===== config.mk =====
export PLATFORM = sky130hd
export DESIGN_NAME = lio_top
export DESIGN_NICKNAME = d
export VERILOG_FILES = /design/src/lio_pkg.sv /design/src/lio_drv_if.sv /design/src/lio_io_drv.sv /design/src/lio_top.sv
export SDC_FILE = /design/constraint.sdc
export NUM_CORES = 1
export LEC_CHECK = 0
export ABC_CLOCK_PERIOD_IN_PS = 2600
export BUFFER_PORTS_ARGS = -buffer_cell sky130_fd_sc_hd__buf_2
export CORE_UTILIZATION = 45
export DETAILED_ROUTE_END_ITERATION = 12
export PLACE_DENSITY = 0.74
export SETUP_SLACK_MARGIN = 0.2
export SLEW_MARGIN = 10
export SYNTH_ARGS = -nofsm -noshare
export SYNTH_HDL_FRONTEND = slang
export SYNTH_HIERARCHICAL = 1
export SYNTH_SLANG_ARGS = --single-unit

===== constraint.sdc =====
create_clock -name clk -period 2.6 [get_ports clk]
set_clock_uncertainty 0.05 [all_clocks]
set_input_delay 0.26 -clock clk [delete_from_list [all_inputs] [get_ports clk]]
set_output_delay 0.26 -clock clk [all_outputs]
set_load 0.02 [all_outputs]

===== src/lio_pkg.sv =====
package lio_pkg;

  // Command address of the pin setup register in the first command byte.
  localparam logic [4:0] LIO_SETUP_ADDR = 5'h07;

  // Field positions inside the data byte.
  localparam int LIO_OVOFF_BIT = 7;
  localparam int LIO_PIN2_FN_HI = 6;
  localparam int LIO_PIN2_FN_LO = 5;
  localparam int LIO_PIN1_FN_HI = 4;
  localparam int LIO_PIN1_FN_LO = 3;
  localparam int LIO_IO1_EN_BIT = 2;
  localparam int LIO_IO0_EN_BIT = 1;
  localparam int LIO_CYC_INV_BIT = 0;

  localparam logic [7:0] LIO_SETUP_RESET = 8'h00;

  typedef enum logic [1:0]
  {
    LIO_FN_OFF = 2'b00,
    LIO_FN_MASTER = 2'b01,
    LIO_FN_HIGH_WAKE = 2'b10,
    LIO_FN_NA = 2'b11
  } lio_pin_fn_type;

  typedef enum logic [1:0]
  {
    LIO_PH_RUN = 2'b00,
    LIO_PH_HOLD = 2'b01,
    LIO_PH_ACTIVE = 2'b10,
    LIO_PH_OFF = 2'b11
  } lio_phase_type;

endpackage : lio_pkg


===== src/lio_drv_if.sv =====
`timescale 1ns/100ps
interface lio_drv_if;
  logic high_req;
  logic low_req;
  logic out_en;
  logic off_force;
  logic cyc_sense;
  logic cyc_inv;
  logic low_power_mode;
  logic cyc_active;
  logic high_on;
  logic low_on;

  modport ctl
  (
    output high_req, low_req, out_en, off_force, cyc_sense, cyc_inv,
    output low_power_mode, cyc_active,
    input high_on, low_on
  );

  modport drv
  (
    input high_req, low_req, out_en, off_force, cyc_sense, cyc_inv,
    input low_power_mode, cyc_active,
    output high_on, low_on
  );
endinterface : lio_drv_if


===== src/lio_io_drv.sv =====
`timescale 1ns/100ps
module lio_io_drv
(
  input wire logic clk,
  input wire logic srst,
  input wire logic ce,
  lio_drv_if.drv pin
);
  import lio_pkg::*;

  logic saved_high;
  logic saved_low;
  logic next_high;
  logic next_low;
  lio_phase_type phase;
  wire req_low_clean = pin.low_req & ~pin.high_req;
  wire blocked = ~pin.out_en | pin.off_force;

  // Phase follows the supervisor's mode signals directly; nothing here times the period.
  assign phase = !pin.low_power_mode ? LIO_PH_RUN :
                 !pin.cyc_sense ? LIO_PH_HOLD :
                 pin.cyc_active ? LIO_PH_ACTIVE : LIO_PH_OFF;

  always_comb
  begin
    next_high = 1'b0;
    next_low = 1'b0;
    case (phase)
      LIO_PH_RUN:
      begin
        next_high = pin.high_req;
        next_low = req_low_clean;
      end
      LIO_PH_HOLD, LIO_PH_ACTIVE:
      begin
        next_high = saved_high;
        next_low = saved_low;
      end
      LIO_PH_OFF:
      begin
        next_high = pin.cyc_inv & saved_low;
        next_low = pin.cyc_inv & saved_high;
      end
      default:
      begin
        next_high = 1'b0;
        next_low = 1'b0;
      end
    endcase
    if (blocked)
    begin
      next_high = 1'b0;
      next_low = 1'b0;
    end
  end

  // The state before low power is captured every run cycle so it is current on entry.
  always_ff @(posedge clk)
  begin
    if (srst)
    begin
      saved_high <= 1'b0;
      saved_low <= 1'b0;
      pin.high_on <= 1'b0;
      pin.low_on <= 1'b0;
    end
    else if (ce)
    begin
      if (phase == LIO_PH_RUN)
      begin
        saved_high <= pin.high_req;
        saved_low <= req_low_clean;
      end
      pin.high_on <= next_high;
      pin.low_on <= next_low;
    end
  end

  drv_block_a: assert property (@(posedge clk) disable iff (srst)
    (ce && blocked) |=> (!pin.high_on && !pin.low_on))
    else $error("driver on while disabled or forced off");

  cyc_active_a: assert property (@(posedge clk) disable iff (srst)
    (ce && !blocked && phase == LIO_PH_ACTIVE) |=>
    (pin.high_on == $past(saved_high) && pin.low_on == $past(saved_low)))
    else $error("active phase did not restore saved drive");

  cyc_off_a: assert property (@(posedge clk) disable iff (srst)
    (ce && phase == LIO_PH_OFF && !pin.cyc_inv) |=> (!pin.high_on && !pin.low_on))
    else $error("off phase left a driver on");

  cyc_inv_a: assert property (@(posedge clk) disable iff (srst)
    (ce && !blocked && phase == LIO_PH_OFF && pin.cyc_inv) |=>
    (pin.high_on == $past(saved_low) && pin.low_on == $past(saved_high)))
    else $error("off phase did not drive the opposite side");

  no_cross_a: assert property (@(posedge clk) disable iff (srst)
    !(pin.high_on && pin.low_on))
    else $error("both drivers on");
endmodule : lio_io_drv


===== src/lio_top.sv =====
`timescale 1ns/100ps
module lio_top
(
  input wire logic clk,
  input wire logic srst,
  input wire logic ce,
  input wire logic spi_wr_valid,
  input wire logic [4:0] spi_wr_addr,
  input wire logic spi_wr_parity,
  input wire logic [7:0] spi_wr_data,
  input wire logic parity_check_en,
  input wire logic init_mode,
  input wire logic low_power_mode,
  input wire logic cyclic_sense_en,
  input wire logic cyclic_active,
  input wire logic mcu_supply_ov,
  input wire logic auxiliary_supply_ov,
  input wire logic io0_high_req,
  input wire logic io0_low_req,
  input wire logic io1_high_req,
  input wire logic io1_low_req,
  output logic [7:0] lin_io_pin_setup,
  output lio_pkg::lio_pin_fn_type lin_pin1_function,
  output lio_pkg::lio_pin_fn_type lin_pin2_function,
  output logic lin1_master_switch,
  output logic lin1_high_wake,
  output logic lin2_master_switch,
  output logic lin2_high_wake,
  output logic io0_high_side_driver,
  output logic io0_low_side_driver,
  output logic io1_high_side_driver,
  output logic io1_low_side_driver,
  output logic wr_done,
  output logic wr_refused
);
  import lio_pkg::*;

  lio_drv_if io0_if ();
  lio_drv_if io1_if ();

  lio_pin_fn_type fn1;
  lio_pin_fn_type fn2;

  wire wr_hit = spi_wr_valid && (spi_wr_addr == LIO_SETUP_ADDR);
  // Even parity over address and data; with checking off the bit must be zero.
  wire parity_want = parity_check_en ? ^{spi_wr_addr, spi_wr_data} : 1'b0;
  wire parity_ok = (spi_wr_parity == parity_want);
  wire wr_accept = wr_hit && init_mode && parity_ok;
  wire wr_reject = wr_hit && !wr_accept;
  wire supply_ov = mcu_supply_ov | auxiliary_supply_ov;

  assign fn1 = lio_pin_fn_type'(lin_io_pin_setup[LIO_PIN1_FN_HI:LIO_PIN1_FN_LO]);
  assign fn2 = lio_pin_fn_type'(lin_io_pin_setup[LIO_PIN2_FN_HI:LIO_PIN2_FN_LO]);

  // The decoded pin flags lag the register by one cycle so every output leaves a flop.
  wire next_lin1_master = (fn1 == LIO_FN_MASTER);
  wire next_lin1_wake = (fn1 == LIO_FN_HIGH_WAKE);
  wire next_lin2_master = (fn2 == LIO_FN_MASTER);
  wire next_lin2_wake = (fn2 == LIO_FN_HIGH_WAKE);

  always_ff @(posedge clk)
  begin
    if (srst)
    begin
      lin_io_pin_setup <= LIO_SETUP_RESET;
      wr_done <= 1'b0;
      wr_refused <= 1'b0;
    end
    else if (ce)
    begin
      if (wr_accept)
      begin
        lin_io_pin_setup <= spi_wr_data;
      end
      wr_done <= wr_accept;
      wr_refused <= wr_reject;
    end
  end

  always_ff @(posedge clk)
  begin
    if (srst)
    begin
      lin_pin1_function <= LIO_FN_OFF;
      lin_pin2_function <= LIO_FN_OFF;
      lin1_master_switch <= 1'b0;
      lin1_high_wake <= 1'b0;
      lin2_master_switch <= 1'b0;
      lin2_high_wake <= 1'b0;
    end
    else if (ce)
    begin
      lin_pin1_function <= fn1;
      lin_pin2_function <= fn2;
      lin1_master_switch <= next_lin1_master;
      lin1_high_wake <= next_lin1_wake;
      lin2_master_switch <= next_lin2_master;
      lin2_high_wake <= next_lin2_wake;
    end
  end

  // I/O-0 takes part in cyclic sensing; I/O-1 never does, so its low-power view is tied off.
  assign io0_if.high_req = io0_high_req;
  assign io0_if.low_req = io0_low_req;
  assign io0_if.out_en = lin_io_pin_setup[LIO_IO0_EN_BIT];
  assign io0_if.off_force = 1'b0;
  assign io0_if.cyc_sense = cyclic_sense_en;
  assign io0_if.cyc_inv = lin_io_pin_setup[LIO_CYC_INV_BIT];
  assign io0_if.low_power_mode = low_power_mode;
  assign io0_if.cyc_active = cyclic_active;

  assign io1_if.high_req = io1_high_req;
  assign io1_if.low_req = io1_low_req;
  assign io1_if.out_en = lin_io_pin_setup[LIO_IO1_EN_BIT];
  assign io1_if.off_force = lin_io_pin_setup[LIO_OVOFF_BIT] & supply_ov;
  assign io1_if.cyc_sense = 1'b0;
  assign io1_if.cyc_inv = 1'b0;
  assign io1_if.low_power_mode = 1'b0;
  assign io1_if.cyc_active = 1'b0;

  lio_io_drv u_io0
  (
    .clk(clk),
    .srst(srst),
    .ce(ce),
    .pin(io0_if)
  );

  lio_io_drv u_io1
  (
    .clk(clk),
    .srst(srst),
    .ce(ce),
    .pin(io1_if)
  );

  assign io0_high_side_driver = io0_if.high_on;
  assign io0_low_side_driver = io0_if.low_on;
  assign io1_high_side_driver = io1_if.high_on;
  assign io1_low_side_driver = io1_if.low_on;

  wr_load_a: assert property (@(posedge clk) disable iff (srst)
    (ce && wr_hit && init_mode && parity_ok) |=>
    (lin_io_pin_setup == $past(spi_wr_data) && wr_done))
    else $error("init write not stored");

  wr_block_a: assert property (@(posedge clk) disable iff (srst)
    (ce && wr_hit && !init_mode) |=>
    ($stable(lin_io_pin_setup) && wr_refused && !wr_done))
    else $error("write outside init changed setup");

  parity_block_a: assert property (@(posedge clk) disable iff (srst)
    (ce && wr_hit && init_mode && !parity_ok) |=>
    ($stable(lin_io_pin_setup) && wr_refused && !wr_done))
    else $error("write with bad parity changed setup");

  // Writes to other registers share the command path and must leave this one alone.
  other_addr_a: assert property (@(posedge clk) disable iff (srst)
    (ce && spi_wr_valid && spi_wr_addr != LIO_SETUP_ADDR) |=>
    ($stable(lin_io_pin_setup) && !wr_refused && !wr_done))
    else $error("write to another address touched setup");

  ce_hold_a: assert property (@(posedge clk) disable iff (srst)
    !ce |=> ($stable(lin_io_pin_setup) && $stable(wr_done) && $stable(lin1_master_switch)
      && $stable(io0_high_side_driver) && $stable(io1_low_side_driver)))
    else $error("state moved while clock enable low");

  setup_reset_a: assert property (@(posedge clk)
    srst |=> (lin_io_pin_setup == LIO_SETUP_RESET && !lin1_master_switch
      && !io0_high_side_driver && !io1_low_side_driver))
    else $error("reset did not clear setup");

  ov_off_a: assert property (@(posedge clk) disable iff (srst)
    (ce && lin_io_pin_setup[LIO_OVOFF_BIT] && supply_ov) |=>
    (!io1_high_side_driver && !io1_low_side_driver))
    else $error("I/O-1 on during overvoltage with shutoff set");

  ov_keep_a: assert property (@(posedge clk) disable iff (srst)
    (ce && !lin_io_pin_setup[LIO_OVOFF_BIT] && lin_io_pin_setup[LIO_IO1_EN_BIT]
      && io1_high_req) |=> io1_high_side_driver)
    else $error("I/O-1 dropped without shutoff set");

  pin2_fn_a: assert property (@(posedge clk) disable iff (srst)
    ce ##1 ce |->
    (lin2_master_switch == ($past(fn2) == LIO_FN_MASTER)
      && lin2_high_wake == ($past(fn2) == LIO_FN_HIGH_WAKE)))
    else $error("pin 2 function decode wrong");

  pin1_na_a: assert property (@(posedge clk) disable iff (srst)
    (ce && fn1 == LIO_FN_NA) |=> (!lin1_master_switch && !lin1_high_wake))
    else $error("pin 1 code 11 enabled a function");

  pin1_fn_a: assert property (@(posedge clk) disable iff (srst)
    (ce && fn1 == LIO_FN_MASTER) |=> (lin1_master_switch && !lin1_high_wake))
    else $error("pin 1 master switch not selected");

  pin1_wake_a: assert property (@(posedge clk) disable iff (srst)
    (ce && fn1 == LIO_FN_HIGH_WAKE) |=> (lin1_high_wake && !lin1_master_switch))
    else $error("pin 1 wake input not selected");

  io1_dis_a: assert property (@(posedge clk) disable iff (srst)
    (ce && !lin_io_pin_setup[LIO_IO1_EN_BIT]) |=>
    (!io1_high_side_driver && !io1_low_side_driver))
    else $error("I/O-1 driving while disabled");

  io0_en_a: assert property (@(posedge clk) disable iff (srst)
    (ce && lin_io_pin_setup[LIO_IO0_EN_BIT] && !low_power_mode && io0_high_req) |=>
    io0_high_side_driver)
    else $error("I/O-0 not driving when enabled");

  io0_dis_a: assert property (@(posedge clk) disable iff (srst)
    (ce && !lin_io_pin_setup[LIO_IO0_EN_BIT]) |=>
    (!io0_high_side_driver && !io0_low_side_driver))
    else $error("I/O-0 driving while disabled");

  io0_inv_a: assert property (@(posedge clk) disable iff (srst)
    (ce && low_power_mode && cyclic_sense_en && !cyclic_active
      && !lin_io_pin_setup[LIO_CYC_INV_BIT]) |=>
    (!io0_high_side_driver && !io0_low_side_driver))
    else $error("I/O-0 on during off phase");
endmodule : lio_top

# Yosys cells after proc, flatten, opt, wreduce, memory -nomap -nowiden
# Cells that the tools add are included.
# totals
regBits,24
inputBits,29
# op_classes
n_bitwise,10
n_mux,10
reduce_logical,10
eq_ne,9
# op_table
cell,n
$reduce_xor 13->1,1
$eq 2x2->1 const B,4
$eq 2x1->1 const B,3
$mux 1,6
$pmux 1 s3,2
$and 1x1->1,5
$eq 5x3->1 const B,1
$logic_and 1x1->1,4
$mux 2,2
$reduce_and 2->1,2
$not 1->1,3
$logic_not 2->1,1
$or 1x1->1,2
$reduce_or 2->1,1
$eq 1x1->1,1
$logic_not 1->1,1

# Depth between registers and ports, before layout
# depth
ltp_word,7
ltp_mapped,9
ltp_nobuf,8

# Modules after synthesis
# The synthesis kept the hierarchy.
# by_module_without_submodules
mod,instances,area_each_um2,cells_per_inst
lio_top,1,923.4,96
lio_io_drv,2,251.5,32

# Least setup slack after synthesis
# OpenSTA, ideal clock, no wires.
# synth_timing
kind,input -> register
startpoint,input spi_wr_addr[0]
endpoint,register lin_io_pin_setup[0]
setup_ns,0.133
path_slack_ns,0.553
cell_stages,7
required_time_ns,2.417
t_arrival_ns,1.864
n_path_buf,0
path_cell_list,ha_1 -> xnor2_1 -> xnor2_2 -> xnor3_2 -> a211o_2 -> nand3b_1 -> a21oi_1
# synth_via
elab_chain_cells,5
word_cells_on_any_way,8
cone_classes,eq/ne (2); mux (1); reduce/logical (5)
# synth_rtl
element,line_no,rtl
"start, declared",lio_top.sv:8,"input wire logic [4:0] spi_wr_addr,"
$reduce_xor 13->1 / $eq 5x3->1 (equally long branches),"lio_top.sv:46, lio_top.sv:44",
$mux 1 / $logic_and 1x1->1 (equally long branches),"lio_top.sv:46, lio_top.sv:44",
$eq 1x1->1 / $logic_and 1x1->1 (equally long branches),"lio_top.sv:47, lio_top.sv:48",
$logic_and 1x1->1 (*),lio_top.sv:48,wire wr_accept = wr_hit && init_mode && parity_ok;
$reduce_and 2->1 (no source line) (*),--,
"end signal, assigned",lio_top.sv:73,lin_io_pin_setup <= spi_wr_data;
"end, declared",lio_top.sv:22,"output logic [7:0] lin_io_pin_setup,"
# Every way passes the cells marked *; elsewhere a longest branch is shown, timed or not.
# A chain may end at the register's enable or synchronous reset.

# Worst setup path in the final report
# layout_timing
startpoint,input spi_wr_addr[0]
endpoint,register lin_io_pin_setup[2]
# Same word-level chain as after synthesis.

==> metrics.txt <==
Comb power frac 18.1%; Core Rows 20; Pleak 0.794 nW; die area 3400 um^2; crit start category input port; max-cap viol count 0; final cell utilization of the core 59.3%; CTS max path bufs 2; largest net degree at the start of global routing 28; clock sinks 26; Largest Register lin_io_pin_setup; Final Hold Viols 0; asr flop ratio synth 0%; FF/Latch Area 520 um^2; CTS tree built; Cells after Synth 160; clock share of power 32.7%; Final Max Tran Viols 0; WP data required 2.80 ns; wire per inst 11.0 um; first-pass GRT wire length 4660 um; Antenna Cells 0; pwr/cell area 458 nW/um^2; Post-CTS Setup Bufs 0; min Tclk post-route 1.94 ns; Vias 1259; Synth Register Bits 26; Final nets 256; synth-to-layout area growth 25.9%; footprint of the multi-input gates 880 um^2; top_reg_cell synth dfxtp_1; Final WS setup 0.660 ns; worst hold path class in2reg; registers with the most flip-flops lin_io_pin_setup x8, lin_pin1_function x2, lin_pin2_function x2; Die W 58.3 um; YS warnings 6; vias per cell 4.81; Pint 0.629 mW; register area share after synthesis 36.5%; Crit. End Element flip-flop; clk_lat worst skew 0.31 ns; status finished clean; max reg flops 8; synthesized area 1430 um^2; DR pass1 iterations 4; Avg Cell Area, Syn 8.91 um^2; vias in the first global route 1104; final wirelength 2870 um; switch share 23.4%; Initial Util 47.1%; Core Footprint 3030 um^2; post-route ant nets 0; hold_buf cts 0; GPL Wtd Cong 0.836; CP Class in2reg; Post-route DRC 0; commonest non-fill, non-tap cell in the layout buf_2; htree depth 1; area share of the largest cell type after synthesis 36.5%; most frequent cells in the layout buf_2 (50), dfxtp_1 (26), a21oi_1 (25); number of synthesized flops with an enable pin 0; port bufs 50; die height 58.3 um; TritonCTS Buffers 3; Arr. time, crit path 2.14 ns; DP Worst Slack 0.328 ns; leading area contributor after synthesis dfxtp_1; gr usage total 17.8%; final worst-path cycle share 74.6%; I/O pin count 51; Filler Cell Count 301; Peak Freq 0.515 GHz; largest cells by area after synthesis dfxtp_1 (36%), a21oi_1 (8.8%), nand3b_1 (7.4%), ha_1 (7.0%), nand2b_1 (4.8%); Starting DRT DRC Count 32; Congestion Overflow GR 0; hpwl dp 2160 um; CP max FO 9; Root Driver clkbuf_4; RSZ-0062 raised after global routing no; layout cell share with drive strength beyond 1 28.9%; post_cts resized 0; final setup TNS 0 ns; initial antenna violation count 0; Yosys cell types 33; Seq pwr share 49.1%; Clock Pin Slew Worst Setup and Hold Paths 0.13 ns; Switch Pwr 0.192 mW; VDD IR max 280 uV; final setup vio count 0
==> kinds of logic after synthesis <==
kind of cell | Yosys count | share of synthesized area (%)
buffers and inverters | 12 | 3.68
other | 1 | 0.263
flip-flops | 26 | 36.5
adder cells (fa/ha/maj) | 8 | 7.02
AND/OR/NAND/NOR | 58 | 23.9
XOR/XNOR | 9 | 7.11
AO/OA/AOI/OAI | 42 | 18.7
multiplexers | 4 | 2.81
==> final cells by class <==
class / count / area share (%)
multi-input cells: 129 / 49.0
flip-flops and latches: 26 / 29.0
repair buffers: 51 / 14.4
well taps: 44 / 3.07
clock inverters: 1 / 1.67
inverters: 8 / 1.67
clock buffers: 3 / 1.25
==> synth_stat cells (2+ instances only) <==
library cell	count
nand3b_1	14
mux2i_1	4
and2_1	2
o21ai_1	3
xor2_1	2
or2_2	2
dfxtp_1	26
a221o_1	4
nand3_1	6
a21oi_1	25
xnor2_1	5
nand2_1	11
inv_1	8
o21a_1	2
nor2_1	6
buf_1	2
nand2b_1	11
ha_1	8
o21ai_0	5
==> worst paths after layout <==
| check | cells past startpoint | startpoint | endpoint | slack [ns] |
|---|---|---|---|---|
| hold reg to reg | 2 | lin1_master_switch | lin1_master_switch | 0.43 |
| setup / recovery | 8 | spi_wr_addr[0] | lin_io_pin_setup[2] | 0.66 |
| hold / removal | 3 | spi_wr_data[7] | lin_io_pin_setup[7] | 0.16 |
| setup reg to reg | 4 | lin_io_pin_setup[7] | u_io1/pin.low_on | 1.44 |
==> power groups by stage <==
| stage | Clock (mW) | Combinational (mW) | Sequential [mW] |
|---|---|---|---|
| 2_1_floorplan | 0 | 0.103 | 0.412 |
| 3_3_place_gp | 0 | 0.146 | 0.412 |
| 3_5_place_dp | 0 | 0.147 | 0.412 |
| 4_1_cts | 0.277 | 0.147 | 0.404 |
| 5_1_grt | 0.295 | 0.164 | 0.404 |
| 6_report | 0.269 | 0.149 | 0.404 |
==> routing by layer <==
layer / global-route usage, % / up-vias / share of wire, % / wire, um
met2: 31.0 / 38 / 44 / 1280
met3: 3.08 / 2 / 5.3 / 153
li1: - / 668 / - / -
met4: 5.10 / 0 / 0.59 / 17
met5: 0 / - / 0 / 0
met1: 22.7 / 551 / 50 / 1430
==> per-stage QoR <==
stage               cell area [um^2]  hold WS (ns)  instances  power (mW)
floorplan                       1450         0.279        167       0.515
global placement                1740         0.403        258       0.559
detailed placement              1740         0.409        258       0.559
CTS                             1800         0.154        262       0.828
global route                    1800         0.148        262       0.864
finish                          1800         0.165        262       0.822
==> critical path: stages <==
cell and delay (ns):
buf_2 0.10, ha_1 0.30, xnor2_1 0.24, xnor2_2 0.15
xnor3_2 0.40, a211oi_4 0.39, o21ai_0 0.16, a21oi_1 0.13
Note: power is estimated with default switching activity, not from simulation.
